==> src/logic/gcarb_pkg.sv <==
// Purpose: constants and types for the general control register and arbiter
// Assumes: 16-bit configuration write port with two byte enables, pci clock
// Notes:
// Function
// bit 15 sets media power output polarity
// bit 14 picks smart-card interface style
// style bit reads zero unless arrangement 01
// style and arrangement written together keep style
// bit 13 shortens card-type query time
// bit 12 drives io limit bit 0
// bit 11 drives io base bit 0
// bit 10 names fitted power switch type
// bits 9-8 choose media socket arrangement
// bits 7-3 switch whole functions off
// bit 2 picks smart-card power source
// socket-b vpp source only while socket off
// bits 1-0 choose top bus priority
// media priority uses two round-robin levels
// only global reset clears the register
// round robin rotates past last grant
package gcarb_pkg;
    localparam logic [7:0]  GC_OFFSET      = 8'h86;
    localparam logic [15:0] GC_RESET       = 16'h0003;
    localparam int          B_POL          = 15;
    localparam int          B_STYLE        = 14;
    localparam int          B_FAST         = 13;
    localparam int          B_IOLIM        = 12;
    localparam int          B_IOBASE       = 11;
    localparam int          B_SWITCH       = 10;
    localparam int          B_ARR_HI       = 9;
    localparam int          B_ARR_LO       = 8;
    localparam int          B_SC_OFF       = 7;
    localparam int          B_SD_OFF       = 6;
    localparam int          B_FM_OFF       = 5;
    localparam int          B_SKTB_OFF     = 4;
    localparam int          B_FW_OFF       = 3;
    localparam int          B_SC_PWR       = 2;
    localparam int          B_PRI_HI       = 1;
    localparam int          B_PRI_LO       = 0;
    localparam logic [1:0]  ARR_SEPARATE   = 2'h0;
    localparam logic [1:0]  ARR_TWO_IN_ONE = 2'h1;
    localparam logic [1:0]  ARR_THREE      = 2'h2;
    localparam logic [1:0]  PRI_FIREWIRE   = 2'h0;
    localparam logic [1:0]  PRI_CARDBUS    = 2'h1;
    localparam logic [1:0]  PRI_MEDIA      = 2'h2;
    localparam logic [1:0]  PRI_ROUND      = 2'h3;
    localparam int          NREQ           = 4;
    // requester index: 0 firewire, 1 cardbus, 2 flash media, 3 sd host
    localparam int          RQ_FW          = 0;
    localparam int          RQ_CB          = 1;
    localparam int          RQ_FM          = 2;
    localparam int          RQ_SD          = 3;

    typedef struct packed {
        logic       power_pin_active_high;
        logic       smartcard_style_select;
        logic       fast_query_mode;
        logic       io_limit_bit0;
        logic       io_base_bit0;
        logic       power_switch_type;
        logic [1:0] media_socket_arrangement;
        logic       smartcard_function_off;
        logic       sd_host_function_off;
        logic       media_function_off;
        logic       second_socket_off;
        logic       firewire_function_off;
        logic       smartcard_power_source;
        logic [1:0] bus_priority_select;
    } gcarb_ctrl_t;

    typedef struct packed {
        logic       wr;
        logic       rd;
        logic [7:0] addr;
        logic [1:0] byte_en;
        logic [15:0] wdata;
    } gcarb_cfg_t;
endpackage : gcarb_pkg

==> src/logic/gcarb_top.sv <==
// Purpose: general control register with top-level bus arbitration
// Assumes: configuration write/read at byte offsets, global reset only
// Notes: read data and control outputs are registered
`timescale 1ns/1ps
module gcarb_top
    import gcarb_pkg::*;
(
    input  wire logic            clk,
    input  wire logic            reset_n,
    input  wire gcarb_pkg::gcarb_cfg_t cfg,
    input  wire logic [1:0]      media_power_request,
    input  wire logic [gcarb_pkg::NREQ-1:0] bus_req,
    output logic      [15:0]     cfg_rdata,
    output logic                 cfg_rvalid,
    output logic      [1:0]      media_power_outputs,
    output gcarb_pkg::gcarb_ctrl_t ctrl,
    output logic      [gcarb_pkg::NREQ-1:0] bus_grant
);
    import gcarb_pkg::*;

    logic [15:0] gc;
    logic [15:0] next_gc;
    logic [15:0] gc_view;
    logic        hit;
    logic [1:0]  arr_new;

    function automatic logic [15:0] view(input logic [15:0] g);
        logic [15:0] v;
        v = g;
        if (g[B_ARR_HI:B_ARR_LO] != ARR_TWO_IN_ONE) begin
            v[B_STYLE] = 1'b0;
        end
        return v;
    endfunction : view

    assign hit     = (cfg.addr == GC_OFFSET);
    assign gc_view = view(gc);

    always_comb begin
        next_gc = gc;
        if (cfg.wr && hit) begin
            if (cfg.byte_en[0]) begin
                next_gc[7:0] = cfg.wdata[7:0];
            end
            if (cfg.byte_en[1]) begin
                next_gc[15:8] = cfg.wdata[15:8];
            end
        end
        arr_new = next_gc[B_ARR_HI:B_ARR_LO];
        // style judged against the arrangement after this write
        if (arr_new != ARR_TWO_IN_ONE) begin
            next_gc[B_STYLE] = 1'b0;
        end
        if (!next_gc[B_SKTB_OFF]) begin
            next_gc[B_SC_PWR] = 1'b0;
        end
    end

    always_ff @(posedge clk or negedge reset_n) begin
        if (!reset_n) begin
            gc <= GC_RESET;
        end else begin
            gc <= next_gc;
        end
    end

    always_ff @(posedge clk or negedge reset_n) begin
        if (!reset_n) begin
            cfg_rdata  <= '0;
            cfg_rvalid <= 1'b0;
        end else begin
            cfg_rvalid <= cfg.rd;
            cfg_rdata  <= (cfg.rd && hit) ? gc_view : '0;
        end
    end

    always_ff @(posedge clk or negedge reset_n) begin
        if (!reset_n) begin
            ctrl <= GC_RESET;
        end else begin
            ctrl <= view(next_gc);
        end
    end

    always_ff @(posedge clk or negedge reset_n) begin
        if (!reset_n) begin
            media_power_outputs <= 2'h3;
        end else if (next_gc[B_POL]) begin
            media_power_outputs <= media_power_request;
        end else begin
            media_power_outputs <= ~media_power_request;
        end
    end

    gcarb_arbiter u_arb (
        .clk     (clk),
        .reset_n (reset_n),
        .mode    (gc[B_PRI_HI:B_PRI_LO]),
        .req     (bus_req),
        .grant   (bus_grant)
    );

    property p_style_gate;
        @(posedge clk) disable iff (!reset_n)
        gc[B_ARR_HI:B_ARR_LO] != ARR_TWO_IN_ONE |-> !gc[B_STYLE] && !ctrl.smartcard_style_select;
    endproperty
    a_style_gate: assert property (p_style_gate) else $error("style set outside 2-in-1");
    property p_joint_write;
        @(posedge clk) disable iff (!reset_n)
        (cfg.wr && hit && cfg.byte_en[1] && cfg.wdata[B_STYLE]
         && cfg.wdata[B_ARR_HI:B_ARR_LO] == ARR_TWO_IN_ONE) |=> gc[B_STYLE];
    endproperty
    a_joint_write: assert property (p_joint_write) else $error("joint write lost style");
    property p_vpp_gate;
        @(posedge clk) disable iff (!reset_n) gc[B_SC_PWR] |-> gc[B_SKTB_OFF];
    endproperty
    a_vpp_gate: assert property (p_vpp_gate) else $error("vpp source while socket on");
    property p_polarity;
        @(posedge clk) disable iff (!reset_n)
        1'b1 |=> media_power_outputs == (gc[B_POL] ? $past(media_power_request)
            : ~$past(media_power_request));
    endproperty
    a_polarity: assert property (p_polarity) else $error("power pin polarity wrong");
    property p_hold;
        @(posedge clk) disable iff (!reset_n) !(cfg.wr && hit) |=> $stable(gc);
    endproperty
    a_hold: assert property (p_hold) else $error("register changed without write");
    property p_ctrl_follow;
        @(posedge clk) disable iff (!reset_n) ##1 ctrl == view(gc);
    endproperty
    a_ctrl_follow: assert property (p_ctrl_follow) else $error("control out of step");
    property p_read;
        @(posedge clk) disable iff (!reset_n)
        (cfg.rd && hit && !cfg.wr) |=> cfg_rvalid && cfg_rdata == $past(gc_view);
    endproperty
    a_read: assert property (p_read) else $error("read data wrong");
    property p_miss;
        @(posedge clk) disable iff (!reset_n) (cfg.rd && !hit) |=> cfg_rdata == '0;
    endproperty
    a_miss: assert property (p_miss) else $error("unmapped read not zero");
    c_legacy: cover property (@(posedge clk) disable iff (!reset_n) ctrl.smartcard_style_select);
    c_vpp: cover property (@(posedge clk) disable iff (!reset_n) gc[B_SC_PWR]);
    c_round: cover property (@(posedge clk) disable iff (!reset_n) gc[1:0] == PRI_ROUND);
endmodule : gcarb_top

==> src/logic/gcarb_arbiter.sv <==
// Purpose: top-level bus arbiter among four functions
// Assumes: requests held until granted; grant one cycle per decision
// Notes: fixed, round robin and two-level modes
`timescale 1ns/1ps
module gcarb_arbiter
    import gcarb_pkg::*;
(
    input  wire logic             clk,
    input  wire logic             reset_n,
    input  wire logic [1:0]       mode,
    input  wire logic [NREQ-1:0]  req,
    output logic      [NREQ-1:0]  grant
);
    logic [NREQ-1:0] last;
    logic            media_last_sd;
    logic            card_last_cb;
    logic [NREQ-1:0] next_grant;

    function automatic logic [NREQ-1:0] rr_pick(input logic [NREQ-1:0] r,
                                                input logic [NREQ-1:0] l);
        logic [2*NREQ-1:0] dbl;
        logic [NREQ-1:0]   res;
        int                s;
        int                k;
        res = '0;
        dbl = {r, r};
        s = 0;
        for (k = 0; k < NREQ; k++) begin
            if (l[k]) begin
                s = k + 1;
            end
        end
        for (k = NREQ - 1; k >= 0; k--) begin
            if (dbl[s+k]) begin
                res = '0;
                res[(s + k) % NREQ] = 1'b1;
            end
        end
        return res;
    endfunction : rr_pick

    function automatic logic [NREQ-1:0] fixed_pick(input logic [NREQ-1:0] r, input int top);
        logic [NREQ-1:0] res;
        int              k;
        res = '0;
        for (k = NREQ - 1; k >= 0; k--) begin
            if (r[k]) begin
                res = '0;
                res[k] = 1'b1;
            end
        end
        if (r[top]) begin
            res = '0;
            res[top] = 1'b1;
        end
        return res;
    endfunction : fixed_pick

    always_comb begin
        next_grant = '0;
        case (mode)
            PRI_FIREWIRE: next_grant = fixed_pick(req, RQ_FW);
            PRI_CARDBUS:  next_grant = fixed_pick(req, RQ_CB);
            PRI_MEDIA: begin
                if (req[RQ_FM] && req[RQ_SD]) begin
                    next_grant[media_last_sd ? RQ_FM : RQ_SD] = 1'b1;
                end else if (req[RQ_FM] || req[RQ_SD]) begin
                    next_grant[RQ_FM] = req[RQ_FM];
                    next_grant[RQ_SD] = req[RQ_SD];
                end else if (req[RQ_CB] && req[RQ_FW]) begin
                    next_grant[card_last_cb ? RQ_FW : RQ_CB] = 1'b1;
                end else begin
                    next_grant[RQ_CB] = req[RQ_CB];
                    next_grant[RQ_FW] = req[RQ_FW];
                end
            end
            PRI_ROUND:    next_grant = rr_pick(req, last);
            default:      next_grant = '0;
        endcase
    end

    always_ff @(posedge clk or negedge reset_n) begin
        if (!reset_n) begin
            grant <= '0;
        end else begin
            grant <= next_grant;
        end
    end

    always_ff @(posedge clk or negedge reset_n) begin
        if (!reset_n) begin
            last          <= '0;
            media_last_sd <= 1'b0;
            card_last_cb  <= 1'b0;
        end else if (|next_grant) begin
            last <= next_grant;
            if (next_grant[RQ_FM] || next_grant[RQ_SD]) begin
                media_last_sd <= next_grant[RQ_SD];
            end
            if (next_grant[RQ_FW] || next_grant[RQ_CB]) begin
                card_last_cb <= next_grant[RQ_CB];
            end
        end
    end

    property p_rr_no_repeat;
        @(posedge clk) disable iff (!reset_n)
        (mode == PRI_ROUND && req == 4'hF && grant != '0 && $past(req) == 4'hF
         && $past(mode) == PRI_ROUND) |=> grant != $past(grant);
    endproperty
    a_rr_no_repeat: assert property (p_rr_no_repeat) else $error("round robin repeated");
    property p_grant_req;
        @(posedge clk) disable iff (!reset_n) 1'b1 |=> (grant & ~$past(req)) == '0;
    endproperty
    a_grant_req: assert property (p_grant_req) else $error("grant without request");
    property p_media_first;
        @(posedge clk) disable iff (!reset_n)
        (mode == PRI_MEDIA && (req[RQ_FM] || req[RQ_SD])) |=> !grant[RQ_FW] && !grant[RQ_CB];
    endproperty
    a_media_first: assert property (p_media_first) else $error("media level lost priority");
    property p_fw_first;
        @(posedge clk) disable iff (!reset_n)
        (mode == PRI_FIREWIRE && req[RQ_FW]) |=> grant[RQ_FW];
    endproperty
    a_fw_first: assert property (p_fw_first) else $error("firewire priority not honoured");
    property p_onehot;
        @(posedge clk) disable iff (!reset_n) $onehot0(grant);
    endproperty
    a_onehot: assert property (p_onehot) else $error("more than one grant");
    c_round: cover property (@(posedge clk) disable iff (!reset_n)
        mode == PRI_ROUND && grant[RQ_SD] ##1 grant[RQ_FW]);
    c_media: cover property (@(posedge clk) disable iff (!reset_n)
        mode == PRI_MEDIA && grant[RQ_FM] ##1 grant[RQ_SD]);
endmodule : gcarb_arbiter

==> config.mk <==
export PLATFORM = sky130hd
export DESIGN_NAME = gcarb_top
export DESIGN_NICKNAME = d
export VERILOG_FILES = /design/src/logic/gcarb_pkg.sv /design/src/logic/gcarb_top.sv /design/src/logic/gcarb_arbiter.sv
export SDC_FILE = /design/constraint.sdc
export NUM_CORES = 1
export LEC_CHECK = 0
export BUFFER_PORTS_ARGS = -buffer_cell sky130_fd_sc_hd__buf_4
export CAP_MARGIN = 20
export CORE_MARGIN = 2
export CORE_UTILIZATION = 53
export DETAILED_ROUTE_END_ITERATION = 10
export GPL_ROUTABILITY_DRIVEN = 0
export HOLD_SLACK_MARGIN = 0.15
export PLACE_DENSITY_LB_ADDON = 0.25
export SYNTH_ARGS = -nofsm -noshare
export SYNTH_HDL_FRONTEND = slang
export SYNTH_SLANG_ARGS = --single-unit
==> constraint.sdc <==
create_clock -name clk -period 4.43 [get_ports clk]
set_clock_uncertainty 0.15 [all_clocks]
set_input_delay 0.886 -clock clk [delete_from_list [all_inputs] [get_ports clk]]
set_output_delay 0.886 -clock clk [all_outputs]
set_load 0.05 [all_outputs]
==> results by group, run 1 <==
Outcome
  • Outcome: finished clean

Setup path
  • Worst r2r dst: u_arb.last[2]
  • CP Max Fanout: 13
  • Reg-to-reg setup timing slack: 1.43 ns
  • Endpoint type of the worst setup path: flop
  • R2R depth: 10
  • Worst Path Arrival: about 3.0 ns
  • FF-to-FF Start: u_arb.last[3]
  • Setup crit start kind: flop
  • Kind of critical path: flop to flop
  • Data required, critical path: between 4 and 5 ns

Timing
  • Setup TNS Final: 0 ns
  • Rel. slew slack: 0.641
  • Worst slew pin tran: 0.539 ns
  • Period utilisation layout: 0.677
  • RSZ-0062 raised after global routing: false
  • Final hold viol count: 0
  • Final min period: approximately 3 ns
  • Final Slew Violations: 0
  • Setup slack after layout: ~1.4 ns
  • Final setup violating endpoints: 0
  • Maximum clock frequency: about 330 MHz

Clock network
  • CTS tree: built
  • Root Driver: clkbuf_8
  • Post-CTS setup buffers: 0
  • CTS buffer count: 5
  • CTS resizes: 0
  • Clk Latency, worst-skew pair: a little under 0.3 ns
  • Clk sinks: 45
  • Clock transition at path regs: 0.08 ns
  • H-tree levels: 2
  • Clock Path Buffers: 2
  • CTS Hold Buffers Added: 0

Run
  • Max Cap Viol: 0

Drt
  • Vias per cell: between 5 and 6
  • DR WL/cell: 15.8 µm
  • Vias: 1,760
  • 1st-pass router iterations: 4
  • Routed Antenna Nets: 0
  • Final wirelength: 4.92 mm
  • Detailed router's first-iteration violation count: 110
  • Drc violations: 0

Worst hold path
  • Worst hold path type: flop to flop
  • WHS Endpoint: u_arb.media_last_sd
  • Hold path start: u_arb.media_last_sd
  • Hold Path Cell Cnt: 1

Final layout
  • Diodes inserted: 0
  • NumNets Final: 299
  • Final cell count without fillers: 311
  • Util after Layout: 0.721
  • Layout overhead on the synthesized area: 31.0%
  • Layout cell share with drive strength beyond 1: 0.433

Synth
  • Post-synth ARST share: 1.00
  • Syn Area/Cell: 11.8 µm²
  • Syn. warnings: 0
  • Post-synth top flop: dfrtp_1
  • Post-Syn Area: ~2200 µm²
  • Dominant cell type by area after synthesis: dfrtp_1
  • Cell variety after synth: 56
  • Synth Register Bits: 45
  • Net Count, Synth: 225
  • Sequential share of the synthesized area: 0.514
  • Synth area leaders: dfrtp_1 (47%), mux2_2 (7.7%), dfstp_2 (4.8%), and3_1 (4.3%), mux2i_1 (2.7%)
  • Cell count after synthesis: ~190
  • Synth top area share: 0.466
  • Number of synthesized flops with an enable pin: 0

Global routing
  • Pin count of the biggest net entering global routing: 46
  • Gr ovfl total: 0
  • Gr usage total: 0.234
  • Vias in the first global route: 1,685
  • Initial antenna violation count: 0
  • First-pass GRT wire length: 7.91 mm

Floorplan
  • Die height: 68.4 µm
  • Initial core utilization: 0.550
  • Die area: 4680 µm²
  • Core ar.: between 4000 and 5000 µm²
  • # IOs: 75
  • Cell Rows: 23
  • Die W: 68.4 µm

Power
  • Leak: 0.00156 µW
  • Power Density: 344 nW/µm²
  • Total Power: 991 µW
  • Peak supply drop: 0.269 mV

Placed design
  • Pre-CTS setup slack: about 1.4 ns
  • Number of port buffers: between 70 and 80
  • Hpwl dp: 3.72 mm
  • Dpl cells: 303
per-layer routing:
layer | part of all wire | track usage
met1 | 0.42 | 0.286
met2 | 0.48 | 0.365
met3 | 0.074 | 0.0855
met4 | 0.025 | 0.113
met5 | 0 | 0
through the flow:
step | area (µm²) | hold WS (ns)
2_1_floorplan | 2200 | 0.300
4_1_cts | 2880 | 0.350
6_report | 2880 | 0.346
3_3_place_gp | 2780 | 0.326
5_1_grt | 2880 | 0.364
3_5_place_dp | 2780 | 0.323
critical path, cell delays in order (launching register included):
cell and delay [ns]:
dfrtp_1 0.52, inv_2 0.13, o21ai_0 0.15, ha_1 0.42
mux2_2 0.37, o211ai_1 0.12, o21a_1 0.28, and4_1 0.24
a21o_1 0.20, inv_2 0.07, o41ai_2 0.26
state kept, by name (all words and copies together) (netlist names):
name / cells
u_arb.card_last_cb: 1
cfg_rdata: 16
u_arb.media_last_sd: 1
u_arb.last: 4
cfg_rvalid: 1
media_power_outputs: 2
gc: 13
ctrl: 3
u_arb.grant: 4
power breakdown:
part	switching, µW	internal (µW)	leakage (µW)
sequential	19.2	430	0.000598
clock	126	141	0.0000542
combinational	161	113	0.000909
total	307	684	0.00156
cells by family (layout without fill, tap and decap cells):
logic type,after synthesis,after routing,synth area share
AND/OR/NAND/NOR,60,60,0.180
flip-flops,45,45,0.514
AO/OA/AOI/OAI,37,37,0.142
multiplexers,21,21,0.104
buffers and inverters,18,93,0.0358
adder cells (fa/ha/maj),3,3,0.0171
XOR/XNOR,2,2,0.00796
area by class of cell:
| class | instances | area [µm²] |
|---|---|---|
| clock buffer | 7 | 96.3 |
| clock inverter | 1 | 5.00 |
| multi-input combinational | 123 | 991 |
| timing repair buffer | 74 | 556 |
| tap | 50 | 62.6 |
| inverter | 11 | 41.3 |
| fill | 302 | 1120 |
| sequential | 45 | 1130 |
layout by cell type, fill, tap and decap left out, types with 2 or more instances in the layout:
cell      count
o21ai_0       4
o41ai_2       2
or2_1         2
buf_4        74
nor2b_1       5
and2_1        3
a31oi_1       3
nand2_1       6
and4b_1       2
nand4_1       3
nand3_1       6
inv_2         5
o21a_1        3
a211oi_1      3
dfstp_2       4
ha_1          3
o211ai_1      2
clkbuf_8      7
a21o_1        3
nor3_1        2
nor2_1        2
xor2_1        2
mux2i_1       6
o31ai_1       3
dfrtp_1      41
inv_1         6
and3_1       15
mux2_2       15
or4b_1        2
worst max-delay path by stage:
stage | startpoint | to | slack [ns] | cells after the start
floorplan | u_arb.last[3] | u_arb.last[3] | 1.68 | 10
global placement | cfg[18] | gc[14] | 1.37 | 7
detailed placement | cfg[18] | gc[14] | 1.40 | 7
global route | u_arb.last[1] | u_arb.last[2] | 1.23 | 10
CTS | u_arb.last[3] | u_arb.last[2] | 1.45 | 10
finish | u_arb.last[3] | u_arb.last[2] | 1.43 | 10
cells in the mapped netlist, drive strengths merged (2+ instances only):
cell type  instances
clkbuf             3
dfstp              4
or4b               2
ha                 3
and2               4
a21o               3
o31ai              4
o41ai              2
nand4              3
and4b              2
or2                2
o211ai             2
nand3              6
a31oi              3
dfrtp             41
nand2              6
inv               11
o21ai              6
a211oi             4
mux2              15
mux2i              6
nor3               2
xor2               2
buf                4
nor2b              5
o21a               3
and3              15
nor2               2
Power figures use the tool's default switching activity.
==> run 2: changes to the inputs <==
--- a/config.mk
+++ b/config.mk
@@ -8,7 +8,7 @@
 export BUFFER_PORTS_ARGS = -buffer_cell sky130_fd_sc_hd__buf_4
 export CAP_MARGIN = 20
 export CORE_MARGIN = 2
-export CORE_UTILIZATION = 53
+export CORE_UTILIZATION = 45
 export DETAILED_ROUTE_END_ITERATION = 10
 export GPL_ROUTABILITY_DRIVEN = 0
 export HOLD_SLACK_MARGIN = 0.15
==> constraint.sdc (replaced) <==
create_clock -name clk -period 2.7 [get_ports clk]
set_clock_uncertainty 0.15 [all_clocks]
set_input_delay 0.54 -clock clk [delete_from_list [all_inputs] [get_ports clk]]
set_output_delay 0.54 -clock clk [all_outputs]
set_load 0.05 [all_outputs]
==> results by group, run 2 (synthesis gave the netlist of run 1 again) <==
Outcome
  • Outcome: finished clean

Drt
  • Vias: 1,838
  • Drc violations: 0
  • Final wirelength: 5.36 mm
  • Vias per cell: 5.37
  • DR WL/cell: 15.7 µm
  • Routed Antenna Nets: 0
  • 1st-pass router iterations: 4
  • Detailed router's first-iteration violation count: 139

Timing
  • Rel. slew slack: 0.636
  • Final setup violating endpoints: 0
  • Setup slack after layout: 0.0946 ns
  • Maximum clock frequency: between 300 and 400 MHz
  • RSZ-0062 raised after global routing: false
  • Worst slew pin tran: 0.546 ns
  • Period utilisation layout: 0.965
  • Final min period: 2.61 ns
  • Final hold viol count: 0
  • Final Slew Violations: 0

Clock network
  • H-tree levels: 2
  • CTS tree: built
  • Clock Path Buffers: 2
  • Clk Latency, worst-skew pair: 0.30 ns
  • Clk sinks: 45
  • Root Driver: clkbuf_8
  • CTS buffer count: 5
  • Clock transition at path regs: 0.07 ns

Worst hold path
  • Hold path start: media_power_request[0]
  • WHS Endpoint: media_power_outputs[0]
  • Hold Path Cell Cnt: 2
  • Worst hold path type: primary input to flop

Power
  • Total Power: 1680 µW
  • Peak supply drop: 0.373 mV
  • Leak: 0.00164 µW
  • Power Density: 554 nW/µm²

Setup path
  • Worst r2r dst: u_arb.last[2]
  • Setup crit start kind: flop
  • FF-to-FF Start: u_arb.last[2]
  • Endpoint type of the worst setup path: flop
  • CP Max Fanout: 9
  • Kind of critical path: flop to flop
  • Worst Path Arrival: 2.62 ns
  • R2R depth: 7
  • Reg-to-reg setup timing slack: 0.09 ns
  • Data required, critical path: 2.71 ns

Global routing
  • Pin count of the biggest net entering global routing: 46
  • Gr ovfl total: 0
  • Vias in the first global route: roughly 1.8k
  • Initial antenna violation count: 0
  • First-pass GRT wire length: 8.39 mm
  • Gr usage total: 0.207

Final layout
  • Layout overhead on the synthesized area: 38.1%
  • Most common cell after layout, fill and taps aside: buf_4
  • Commonest cells after routing, fill and taps aside: buf_4 (87), dfrtp_1 (41), and3_1 (15)
  • Largest registers: cfg_rdata x16, gc x13
  • Layout cell share with drive strength beyond 1: 0.473
  • Top reg by flops: cfg_rdata
  • Diodes inserted: 0
  • Max reg flops: 16
  • NumNets Final: approximately 310
  • Util after Layout: 0.643
  • Layout fillers: 389

Floorplan
  • Die height: 73.9 µm
  • Core ar.: 4720 µm²
  • Cell Rows: 25
  • Die W: around 74 µm
  • Initial core utilization: 0.466
  • # IOs: 75
  • Die area: 5470 µm²

Placed design
  • Hpwl dp: 3.99 mm
  • Number of port buffers: 74
  • Pre-CTS setup slack: -0.0677 ns

Run
  • Max Cap Viol: 0
## run 2: what timing repair did
action	in CTS	in global routing
buffers inserted	0	4
hold buffers	1	0
pin swaps	0	9
hold endpoints to repair	41	0
gates resized for setup	3	3
endpoints found under the setup margin	2	5
## run 2: per-stage QoR
| step | std cells | instance area [µm²] | TNS, ns | hold WS [ns] |
|---|---|---|---|---|
| floorplan | 186 | 2220 | 0 | 0.0944 |
| global placement | 329 | 2890 | 0 | 0.329 |
| detailed placement | 329 | 2890 | -0.0677 | 0.325 |
| CTS | 338 | 3000 | 0 | 0.229 |
| global route | 342 | 3040 | 0 | 0.231 |
| finish | 342 | 3040 | 0 | 0.234 |
## run 2: routing by layer
| metal | wire [µm] | track usage | vias up |
|---|---|---|---|
| li1 | - | - | 862 |
| met1 | 2080 | 0.258 | 874 |
| met2 | 2650 | 0.333 | 89 |
| met3 | 520 | 0.0664 | 13 |
| met4 | 106 | 0.0909 | 0 |
| met5 | 0 | 0 | - |
## run 2: how the worst max path moves through the flow
| stage | startpoint | end | cells after the start |
|---|---|---|---|
| floorplan | u_arb.last[3] | u_arb.last[2] | 11 |
| global placement | u_arb.last[2] | u_arb.last[1] | 9 |
| detailed placement | u_arb.last[2] | u_arb.last[2] | 9 |
| CTS | u_arb.last[1] | u_arb.last[2] | 10 |
| global route | u_arb.last[0] | u_arb.last[2] | 11 |
| finish | u_arb.last[2] | u_arb.last[2] | 7 |
## run 2: critical path: stages, from the launching register on
cell and delay [ns]:
dfrtp_1 0.43, buf_4 0.19, or4b_1 0.57, or2_1 0.29
nand3_1 0.16, nand3_1 0.14, a211oi_4 0.41, o41ai_4 0.14
## run 2: cell type report
class	instances	area [µm²]	area share
sequential	45	1130	0.372
tap	67	83.8	0.0276
inverter	11	41.3	0.0136
clock buffer	6	72.6	0.0239
clock inverter	2	10.0	0.00329
multi-input combinational	123	1040	0.341
timing repair buffer	88	663	0.218
## run 2: report_power, final
group,leakage (µW),switching [µW],internal [µW]
clock network,0.0000450,210,179
logic,0.000992,309,255
registers,0.000598,24.2,706
